<file path="src/cache_enum_pkg.sv">
/*
 * Shared constants for the cache parameter enumerator and its query side.
 * Assumes a single clock domain and that both ends import this package.
 */
package cache_enum_pkg;

	// ----------------------------------------------------------------
	// Descriptor field layout, first word
	// ----------------------------------------------------------------
	localparam int TYPE_LSB      = 0;
	localparam int TYPE_W        = 5;
	localparam int LEVEL_LSB     = 5;
	localparam int LEVEL_W       = 3;
	localparam int SELF_INIT_BIT = 8;
	localparam int FULL_ASSOC_BIT = 9;
	localparam int SHARE_LSB     = 14;
	localparam int SHARE_W       = 12;
	localparam int CORES_LSB     = 26;
	localparam int CORES_W       = 6;

	// ----------------------------------------------------------------
	// Descriptor field layout, second word
	// ----------------------------------------------------------------
	localparam int LINE_LSB      = 0;
	localparam int LINE_W        = 12;
	localparam int PART_LSB      = 12;
	localparam int PART_W        = 10;
	localparam int WAYS_LSB      = 22;
	localparam int WAYS_W        = 10;

	// ----------------------------------------------------------------
	// Cache types
	// ----------------------------------------------------------------
	typedef enum logic [4:0] {
		CT_NULL    = 5'h00,
		CT_DATA    = 5'h01,
		CT_INSTR   = 5'h02,
		CT_UNIFIED = 5'h03
	} cache_kind_type;

	// ----------------------------------------------------------------
	// Leaf visibility, control and stride
	// ----------------------------------------------------------------
	localparam logic [31:0] LEAF_LOW_LIMIT  = 32'h0000_0003;
	localparam logic [31:0] LEAF_HIGH_LIMIT = 32'h8000_0000;
	localparam logic [31:0] LEAF_CACHE      = 32'h0000_0004;
	localparam int          LEAF_LIMIT_BIT  = 22;
	localparam logic [31:0] MISC_RESET      = 32'h0000_0000;
	localparam int          NUM_CACHES      = 4;
	localparam logic [7:0]  LEGACY_PF_64    = 8'hF0;
	localparam logic [7:0]  LEGACY_PF_128   = 8'hF1;
	localparam logic [11:0] STRIDE_DEFAULT  = 12'h040;
	localparam logic [11:0] STRIDE_128      = 12'h080;
	localparam logic [11:0] STRIDE_LEGACY   = 12'h020;
	localparam logic [11:0] STRIDE_NONE     = 12'h000;

	// ----------------------------------------------------------------
	// Query side APB register map
	// ----------------------------------------------------------------
	localparam logic [11:0] OFF_CTRL   = 12'h000;
	localparam logic [11:0] OFF_INDEX  = 12'h004;
	localparam logic [11:0] OFF_STATUS = 12'h008;
	localparam logic [11:0] OFF_WORD0  = 12'h00C;
	localparam logic [11:0] OFF_WORD1  = 12'h010;
	localparam logic [11:0] OFF_WORD2  = 12'h014;
	localparam logic [11:0] OFF_WORD3  = 12'h018;
	localparam logic [11:0] OFF_STRIDE = 12'h01C;
	localparam logic [11:0] OFF_MISC   = 12'h020;
	localparam logic [11:0] OFF_LEAF   = 12'h024;

	typedef enum logic [1:0] {
		Q_IDLE = 2'b00,
		Q_ASK  = 2'b01,
		Q_WAIT = 2'b11
	} query_state_type;

endpackage : cache_enum_pkg

</file>
<file path="src/cache_query_if.sv">
/*
 * Link between the query side and the cache parameter enumerator.
 * Assumes both ends share pclk; one request is in flight at a time.
 */
`timescale 1ns/10ps
`default_nettype none
interface cache_query_if;
	logic        req;       // One-cycle query strobe
	logic [31:0] leaf;      // Leaf number
	logic [31:0] index;     // Zero-based cache index
	logic        ack;       // One-cycle answer strobe
	logic        visible;   // Leaf not hidden by the limit bit
	logic [31:0] word0;
	logic [31:0] word1;
	logic [31:0] word2;
	logic [31:0] word3;
	logic [11:0] pf_stride; // Reported prefetch stride, zero if none
	logic [31:0] misc_en;   // Miscellaneous enable register image
	logic        misc_we;   // One-cycle write strobe for misc_en

	modport device (
		input  req, leaf, index, misc_en, misc_we,
		output ack, visible, word0, word1, word2, word3, pf_stride
	);
	modport host (
		output req, leaf, index, misc_en, misc_we,
		input  ack, visible, word0, word1, word2, word3, pf_stride
	);
endinterface : cache_query_if
`default_nettype wire

</file>
<file path="src/cache_param_enum.sv">
/*
 * Cache parameter enumerator: answers one descriptor per cache index.
 * Assumes the query side holds no more than one request in flight.
 */
`timescale 1ns/10ps
`default_nettype none
// How it works
// - zero-based index selects described cache
// - type in word0 bits 4:0
// - level, self-init, fully-assoc bits in word0
// - sharing processors count minus one
// - cores per package minus one
// - line, partitions, ways, sets minus one
// - leaves 4..7FFFFFFF hidden when limit bit set
// - descriptor stride used only for data/unified
// - zero stride means 64 bytes
// - legacy F0 64, F1 128 bytes
// - no mechanism means 32 bytes
// - line size is not the stride
module cache_param_enum
	import cache_enum_pkg::*;
(
	input  wire logic     pclk,
	input  wire logic     presetn,
	input  wire logic     clk_en,
	cache_query_if.device link
);

	// ----------------------------------------------------------------
	// Geometry of this core in true counts; an example set only
	// ----------------------------------------------------------------
	// Entries: L1 data, L1 instruction, L2 unified, terminator
	localparam logic [4:0]  KIND [NUM_CACHES] = '{
		CT_DATA,
		CT_INSTR,
		CT_UNIFIED,
		CT_NULL
	};

	localparam logic [2:0]  LEVEL [NUM_CACHES] = '{ // Numbered from one
		3'h1,
		3'h1,
		3'h2,
		3'h0
	};

	localparam logic        SELF_INIT [NUM_CACHES] = '{ // No soft init
		1'b1,
		1'b1,
		1'b1,
		1'b0
	};

	localparam logic        FULL_ASSOC [NUM_CACHES] = '{ // All set based
		1'b0,
		1'b0,
		1'b0,
		1'b0
	};

	localparam logic [31:0] SHARERS [NUM_CACHES] = '{ // Logical sharers
		32'h0000_0002,
		32'h0000_0002,
		32'h0000_0002,
		32'h0000_0000
	};

	localparam logic [31:0] CORES [NUM_CACHES] = '{ // Cores in package
		32'h0000_0002,
		32'h0000_0002,
		32'h0000_0002,
		32'h0000_0000
	};

	localparam logic [31:0] LINE_BYTES [NUM_CACHES] = '{
		32'h0000_0040,
		32'h0000_0040,
		32'h0000_0040,
		32'h0000_0000
	};

	localparam logic [31:0] PARTS [NUM_CACHES] = '{
		32'h0000_0001,
		32'h0000_0001,
		32'h0000_0001,
		32'h0000_0000
	};

	localparam logic [31:0] WAYS [NUM_CACHES] = '{
		32'h0000_0008,
		32'h0000_0008,
		32'h0000_0010,
		32'h0000_0000
	};

	localparam logic [31:0] SETS [NUM_CACHES] = '{
		32'h0000_0040,
		32'h0000_0040,
		32'h0000_1000,
		32'h0000_0000
	};

	localparam logic [11:0] PF_STRIDE [NUM_CACHES] = '{ // Zero: none given
		STRIDE_NONE,
		STRIDE_NONE,
		STRIDE_128,
		STRIDE_NONE
	};

	// ----------------------------------------------------------------
	// Descriptor words, every live count stored minus one
	// ----------------------------------------------------------------
	logic [31:0] tab_w0 [NUM_CACHES];
	logic [31:0] tab_w1 [NUM_CACHES];
	logic [31:0] tab_w2 [NUM_CACHES];
	logic [11:0] tab_pf [NUM_CACHES];

	for (genvar g = 0; g < NUM_CACHES; g++) begin : g_entry
		// Terminator stays all zero, never wraps to ones
		wire        live    = (KIND[g] != CT_NULL);
		wire [31:0] bias    = live ? 32'h0000_0001 : 32'h0000_0000;
		wire [31:0] share_e = SHARERS[g] - bias;
		wire [31:0] cores_e = CORES[g] - bias;
		wire [31:0] line_e  = LINE_BYTES[g] - bias;
		wire [31:0] part_e  = PARTS[g] - bias;
		wire [31:0] ways_e  = WAYS[g] - bias;
		wire [31:0] sets_e  = SETS[g] - bias;

		// Word 0: cores, sharers, reserved, flags, level, type
		assign tab_w0[g] = {cores_e[CORES_W-1:0],
		                    share_e[SHARE_W-1:0],
		                    4'h0,
		                    FULL_ASSOC[g],
		                    SELF_INIT[g],
		                    LEVEL[g],
		                    KIND[g]};
		// Word 1: ways, partitions, line bytes
		assign tab_w1[g] = {ways_e[WAYS_W-1:0],
		                    part_e[PART_W-1:0],
		                    line_e[LINE_W-1:0]};
		// Word 2: sets
		assign tab_w2[g] = sets_e;
		// Stride kept apart from the line size
		assign tab_pf[g] = PF_STRIDE[g];
	end

	// ----------------------------------------------------------------
	// Decode of request
	// ----------------------------------------------------------------
	logic [31:0] misc_q;
	wire         limit_set = misc_q[LEAF_LIMIT_BIT];
	wire         mid_leaf  = (link.leaf > LEAF_LOW_LIMIT) &&
	                         (link.leaf < LEAF_HIGH_LIMIT);
	wire         leaf_vis  = !(mid_leaf && limit_set);
	wire         is_cache  = (link.leaf == LEAF_CACHE);
	// Index past table holds the null entry for ever
	wire         in_range  = (link.index < NUM_CACHES);
	wire [1:0]   sel       = in_range ? link.index[1:0] : 2'd3;
	wire         hit       = leaf_vis && is_cache;
	wire [31:0]  w0_d      = hit ? tab_w0[sel] : 32'h0000_0000;
	wire [31:0]  w1_d      = hit ? tab_w1[sel] : 32'h0000_0000;
	wire [31:0]  w2_d      = hit ? tab_w2[sel] : 32'h0000_0000;
	wire [11:0]  pf_d      = hit ? tab_pf[sel] : STRIDE_NONE;

	// ----------------------------------------------------------------
	// Control register, limit bit clear after reset
	// ----------------------------------------------------------------
	always_ff @(posedge pclk or negedge presetn) begin
		if (!presetn) begin
			misc_q <= MISC_RESET;
		end else if (clk_en && link.misc_we) begin
			misc_q <= link.misc_en;
		end
	end

	// ----------------------------------------------------------------
	// Registered answer, one cycle after the strobe
	// ----------------------------------------------------------------
	logic        ack_q;
	logic        vis_q;
	logic [31:0] w0_q;
	logic [31:0] w1_q;
	logic [31:0] w2_q;
	logic [11:0] pf_q;

	// Answer strobe follows the request by exactly one cycle
	always_ff @(posedge pclk or negedge presetn) begin
		if (!presetn) begin
			ack_q <= 1'b0;
		end else if (clk_en) begin
			ack_q <= link.req;
		end
	end

	// Words load with the strobe, then hold until the next request
	always_ff @(posedge pclk or negedge presetn) begin
		if (!presetn) begin
			vis_q <= 1'b0;
			w0_q  <= 32'h0000_0000;
			w1_q  <= 32'h0000_0000;
			w2_q  <= 32'h0000_0000;
			pf_q  <= STRIDE_NONE;
		end else if (clk_en && link.req) begin
			vis_q <= leaf_vis;
			w0_q  <= w0_d;
			w1_q  <= w1_d;
			w2_q  <= w2_d;
			pf_q  <= pf_d;
		end
	end

	assign link.ack       = ack_q;
	assign link.visible   = vis_q;
	assign link.word0     = w0_q;
	assign link.word1     = w1_q;
	assign link.word2     = w2_q;
	assign link.word3     = 32'h0000_0000;
	assign link.pf_stride = pf_q;

endmodule : cache_param_enum
`default_nettype wire

</file>
<file path="src/flat_wrapper.sv">
// flat-port wrapper written by rule: the top's interface ports become plain ports
module cache_param_enum_flat import cache_enum_pkg::*;
  (pclk, presetn, clk_en, link_req, link_leaf, link_index, link_misc_en, link_misc_we, link_ack, link_visible, link_word0, link_word1, link_word2, link_word3, link_pf_stride);
  cache_query_if link_i ();
  input  wire logic pclk;
  input  wire logic presetn;
  input  wire logic clk_en;
  input wire logic [$bits(link_i.req)-1:0] link_req;
  input wire logic [$bits(link_i.leaf)-1:0] link_leaf;
  input wire logic [$bits(link_i.index)-1:0] link_index;
  input wire logic [$bits(link_i.misc_en)-1:0] link_misc_en;
  input wire logic [$bits(link_i.misc_we)-1:0] link_misc_we;
  output wire logic [$bits(link_i.ack)-1:0] link_ack;
  output wire logic [$bits(link_i.visible)-1:0] link_visible;
  output wire logic [$bits(link_i.word0)-1:0] link_word0;
  output wire logic [$bits(link_i.word1)-1:0] link_word1;
  output wire logic [$bits(link_i.word2)-1:0] link_word2;
  output wire logic [$bits(link_i.word3)-1:0] link_word3;
  output wire logic [$bits(link_i.pf_stride)-1:0] link_pf_stride;
  assign link_i.req = link_req;
  assign link_i.leaf = link_leaf;
  assign link_i.index = link_index;
  assign link_i.misc_en = link_misc_en;
  assign link_i.misc_we = link_misc_we;
  assign link_ack = link_i.ack;
  assign link_visible = link_i.visible;
  assign link_word0 = link_i.word0;
  assign link_word1 = link_i.word1;
  assign link_word2 = link_i.word2;
  assign link_word3 = link_i.word3;
  assign link_pf_stride = link_i.pf_stride;
  cache_param_enum u_core (.pclk(pclk), .presetn(presetn), .clk_en(clk_en), .link(link_i));
endmodule
</file>
<file path="config.mk">
export PLATFORM = sky130hd
export DESIGN_NAME = cache_param_enum_flat
export DESIGN_NICKNAME = d
export VERILOG_FILES = /design/src/cache_enum_pkg.sv /design/src/cache_query_if.sv /design/src/cache_param_enum.sv /design/src/flat_wrapper.sv
export SDC_FILE = /design/constraint.sdc
export NUM_CORES = 1
export LEC_CHECK = 0
export BUFFER_PORTS_ARGS = -buffer_cell sky130_fd_sc_hd__buf_2
export CAP_MARGIN = 10
export CORE_AREA = 2 2 94 96
export DETAILED_ROUTE_END_ITERATION = 10
export DIE_AREA = 0 0 96 98
export GPL_TIMING_DRIVEN = 0
export HOLD_SLACK_MARGIN = 0.02
export SKIP_CTS_REPAIR_TIMING = 1
export SLEW_MARGIN = 20
export SYNTH_ARGS = -nofsm -noshare
export SYNTH_HDL_FRONTEND = slang
export SYNTH_SLANG_ARGS = --single-unit
</file>
<file path="constraint.sdc">
create_clock -name pclk -period 1.4 [get_ports pclk]
set_clock_uncertainty 0.2 [all_clocks]
set_input_delay 0.07 -clock pclk [delete_from_list [all_inputs] [get_ports pclk]]
set_output_delay 0.07 -clock pclk [all_outputs]
set_load 0.1 [all_outputs]
</file>
======== Yosys cells after proc, flatten, opt, wreduce, memory -nomap -nowiden ========
Cells that the tools add are included.
storage, ports and cells
  logic and storage cells ................. 36
  bits in registers ....................... 133
cells by class
  reduce and logical (&&, ||, !) cells .... 6
  equality and inequality tests ........... 1
  multiplexer cells ....................... 17
  $lt $le $gt $ge ......................... 4
  bitwise logic cells ..................... 1
operators by type and width
  kind                  count
  $mux 32               9
  $bmux 32 s2           3
  $mux 12               3
  $eq 32x3->1 const B   1
  $gt 32x2->1 const B   1
  $lt 32x3->1 const B   1
  $lt 32x32->1 const B  1
  $bmux 12 s2           1
  $logic_and 1x1->1     5
  $ge 3x3->1 const B    1
  $not 2->3             1
  $mux 2                1
  $logic_not 1->1       1

======== Logic depth before layout (Yosys ltp) ========
  depth in word-level cells ............... 7
  mapped depth ............................ 6

======== Worst setup path after synthesis ========
OpenSTA, ideal clock, no wires.
  kind .................................... reg-to-output
  start ................................... register u_core.w0_q[14] (netlist: u_core.link.word0[14])
  end ..................................... output link_word0[14]
  buffers on the path ..................... 1
  cell stages (with the launch flop) ...... 2
  path slack .............................. -0.475 ns
  data arrival time ....................... 1.605 ns
  cells stage by stage .................... dfrtp_1 buf_4
RTL lines
  what                    RTL line                 text
  start, declared         cache_param_enum.sv:181  logic [31:0] w0_q;
  start signal, assigned  cache_param_enum.sv:205  w0_q <= w0_d;
  end, declared           flat_wrapper.sv:15       output wire logic [$bits(link_i.word0)-1:0] link_word0;
No word-level cell between the ends.

======== Final worst setup path ========
  start ................................... input link_index[23]
  end ..................................... register u_core.w0_q[1] (netlist: u_core.link.word0[1])
between the ends
  word-level cells in the longest chain between the ends .. 7
ends and longest elaborated chain
  what                                         RTL line                 text
  start, declared                              flat_wrapper.sv:10       input wire logic [$bits(link_i.index)-1:0] link_index;
  $lt 32x3->1                                  cache_param_enum.sv:157  wire in_range = (link.index < NUM_CACHES);
  $mux 2                                       cache_param_enum.sv:158  wire [1:0] sel = in_range ? link.index[1:0] : 2'd3;
  $not 2->3 (implied by the code)              cache_param_enum.sv:160  wire [31:0] w0_d = hit ? tab_w0[sel] : 32'h0000_0000;
  $bmux 32 s2                                  cache_param_enum.sv:160
  $mux 32 (implied by the code) (2 in series)  cache_param_enum.sv:160
  $mux 32                                      cache_param_enum.sv:160
Every way passes these cells. The select of a mux whose other input is x is not followed.
A chain may end at the register's enable or synchronous reset.

==> impl_metrics.csv <==
group,metric,value,unit
cts,cts_root_buffer,"clkbuf_8",
setup_path,critical_path.top_delay_family,"simple AND/OR/NAND/NOR gates",
route,post-route-drc-count,0,
grt,grt_remaining_overflow,0,
layout,drive_gt1_share,63.41,%
run_status,violations,"negative setup slack",
pwr,combPwrFrac,76.4,%
cts,htree_levels,1,
synth,yosysTopAreaCell,"buf_4",
pwr,power.switching,1.544,mW
layout,fillers,867,
place,place_area,0.002638,sq mm
cts,cts_made_buffers,3,
place,dp_hpwl,3.541,mm
setup_path,slowest_stage,"or3_4",
cts,clockBufferDepth,2,
route,routedWlPerCell,7.932,um
floorplanning,start_util,17.97,%
route,drt-initial-drc-count,6,
setup_path,r2r-start,"u_core.misc_q[22]$_DFFE_PN0P_",
setup_path,critPathBufInv,1,
pwr,p_seq_share,10.8,%
setup_path,cp_max_fo,3,
setup_path,reg2reg_slack,0.06,ns
route,vias_per_cell,3.012,
grt,grt_pass1_wl,5.202,mm
setup_path,rr_worst_depth,3,
hold_path,hold_path_class,"in2async",
layout,final_area,0.003004,sq mm
synth,yosys-top-cells-area,"buf_4, dfrtp_1, nor4_1",
synth,syn_avg_cell_area,8.093,sq um
pwr,ir_drop,374.3,uV
floorplanning,die_x,96,um
cts,clk_pin_slew,0.04,ns
cts,clock_sinks,8,
place,place_ws,-0.3947,ns
run_status,status,"finished, violations left",
setup_path,r2r_end,"u_core.link.word0[5]$_DFFE_PN0P_",
setup_path,crit_path_end,"u_core.link.word0[1]$_DFFE_PN0P_",
grt,grt_use_total,6.714,%
route,drt_pass1_iterations,2,
floorplanning,core-area,0.008466,sq mm
place,io_buffer_count,101,
sta,slew_violations,0,
cts,cts_tree,"yes",
pwr,finalPower,2.309,mW
synth,synth-seq-cells,8,
setup_path,cp-end-kind,"flop",
pwr,total_leakage_power,1.825,nW
synth,synthCells,188,
layout,antenna_cells,0,
floorplanning,chipHeight,98,um
synth,synth_top_area_share,66.61,%
sta,worst_slack,-0.1278,ns
setup_path,cp-startpoint,"link_index[23]",
pwr,clockPowerShare,12.8,%
layout,multi_input_area,798.3,sq um
sta,hold-worst-slack,0.01235,ns
pwr,switching_share,66.87,%
layout,finalNetCount,514,
setup_path,crit_cells,6,
route,antenna_left,0,
sta,min_period,1.528,ns
sta,setup_viol,4,
sta,hold_viol,0,
pwr,powerDensity,768.7,mW/mm^2
layout,syn_to_final_growth,97.45,%
setup_path,cp-start-kind,"primary input",
route,vias,1560,
floorplanning,boundaryPins,243,
grt,grt_max_degree,20,
job,drv_cap,0,
layout,fin_cells,518,
synth,syn-cell-area,0.001521,sq mm
grt,grt_pass1_vias,1234,
setup_path,slowest_delay,0.43,ns
pwr,internal_power,0.7649,mW
floorplanning,rows,34,
synth,ys_types,21,
synth,ys.warnings.count,0,
setup_path,crit_required,1.32,ns
cts,clock_latency,0.23,ns
setup_path,worstPathArrival,1.45,ns
setup_path,crit_chain,"buf_8 -> nor4_4 -> nand4_1 -> or3_4 -> ha_4 -> a22o_1",
grt,antenna_found_initial,0,
sta,fmax,654.5,MHz
synth,ys_seq_area_share,13.16,%
layout,regArea,206.4,sq um
sta,final.period_utilization,109.1,%
floorplanning,dieArea,0.009408,sq mm
route,routed_wirelength,4.109,mm
setup_path,path_class,"in2reg",
sta,rsz0062_at_grt,"true",
place,globalplace.congestion,0.6662,
place,place_inst,506,
-- layer usage --
layer | vias to the layer above | share of wire (%) | global-route usage [%]
li1 | 818 | - | -
met1 | 626 | 33 | 6.848
met2 | 109 | 54 | 13.30
met3 | 7 | 12 | 1.235
met4 | 0 | 1.1 | 1.978
met5 | - | 0 | 0
-- power groups by stage --
stage               clock network, mW  registers, mW  logic, mW
floorplan                           0          0.300       1.55
global placement                    0          0.251       1.71
detailed placement                  0          0.252       1.72
CTS                             0.305          0.249       1.72
global route                    0.315          0.249       1.82
finish                          0.295          0.249       1.77
-- synth_stat cells --
cell	count
mux2_2	1
nor3b_1	1
or3_4	1
o21ai_0	1
nand2b_1	2
nor4_1	12
o31a_1	1
o41ai_2	1
nor3_1	3
ha_1	2
buf_4	135
nand4_1	5
or3_2	1
dfrtp_1	8
conb_1	1
nor2_1	2
nand2_1	4
a22o_1	3
nor4_2	1
inv_1	2
o41ai_1	1
-- flip-flops by register name (all words and copies together) (netlist names) --
| register | count |
|---|---|
| u_core.link.visible | 1 |
| u_core.misc_q | 1 |
| u_core.link.pf_stride | 1 |
| u_core.link.ack | 1 |
| u_core.link.word0 | 4 |
-- per-stage QoR --
| stage | utilization [%] | TNS, ns |
|---|---|---|
| 2_1_floorplan | - | -1.630 |
| 3_3_place_gp | 31.16 | -1.455 |
| 3_5_place_dp | 31.16 | -1.581 |
| 4_1_cts | 31.69 | -5.025 |
| 5_1_grt | 35.49 | -0.5408 |
| 6_report | 35.49 | -0.2821 |
-- final cells by class --
cell class / count / share of cell area [%]
Buffer: 135 / 33.74
Clock buffer: 4 / 1.499
Inverter: 2 / 0.2499
Multi-Input combinational cell: 152 / 26.57
Sequential cell: 8 / 6.872
Tap cell: 108 / 4.498
Timing Repair Buffer: 109 / 26.57
-- how the worst min path moves through the flow --
| stage | start | slack (ns) | end |
|---|---|---|---|
| global route | presetn | 0.03 | u_core.misc_q[22]$_DFFE_PN0P_ |
| detailed placement | presetn | -0.28 | u_core.link.ack$_DFFE_PN0P_ |
| CTS | presetn | -0.53 | u_core.misc_q[22]$_DFFE_PN0P_ |
| floorplan | presetn | -0.43 | u_core.link.ack$_DFFE_PN0P_ |
| global placement | presetn | -0.28 | u_core.link.ack$_DFFE_PN0P_ |
| finish | presetn | 0.01 | u_core.misc_q[22]$_DFFE_PN0P_ |
-- placed cells by master (no fill, tap or decap) --
cell type / count
buf_4: 141
conb_1: 110
buf_2: 67
buf_6: 28
nor4_1: 8
nand4_1: 5
dfrtp_2: 5
nor4_4: 4
nand2_1: 4
dlygate4sd3_1: 4
a22o_1: 3
clkbuf_8: 3
dfrtp_1: 3
nor2_1: 2
or3_4: 2
inv_1: 2
nor3_1: 2
nand2b_1: 2
o41ai_2: 2
buf_12: 2
nor4_2: 1
nor3b_1: 1
nor3_2: 1
o21ai_0: 1
o31a_1: 1
mux2_2: 1
ha_4: 1
ha_1: 1
clkbuf_1: 1
buf_8: 1
clkbuf_4: 1
-- kinds of logic (layout without fill, tap and decap cells) --
kind of cell | Yosys count | in the layout | share of synthesized area, %
fa+ha+maj | 2 | 2 | 1.644
other cells | 1 | 110 | 0.2465
simple gates | 32 | 32 | 12.83
compound gates | 7 | 7 | 4.277
mux | 1 | 1 | 0.7401
buf+inv | 137 | 250 | 67.11
flops | 8 | 8 | 13.16
Power figures use the tool's default switching activity.
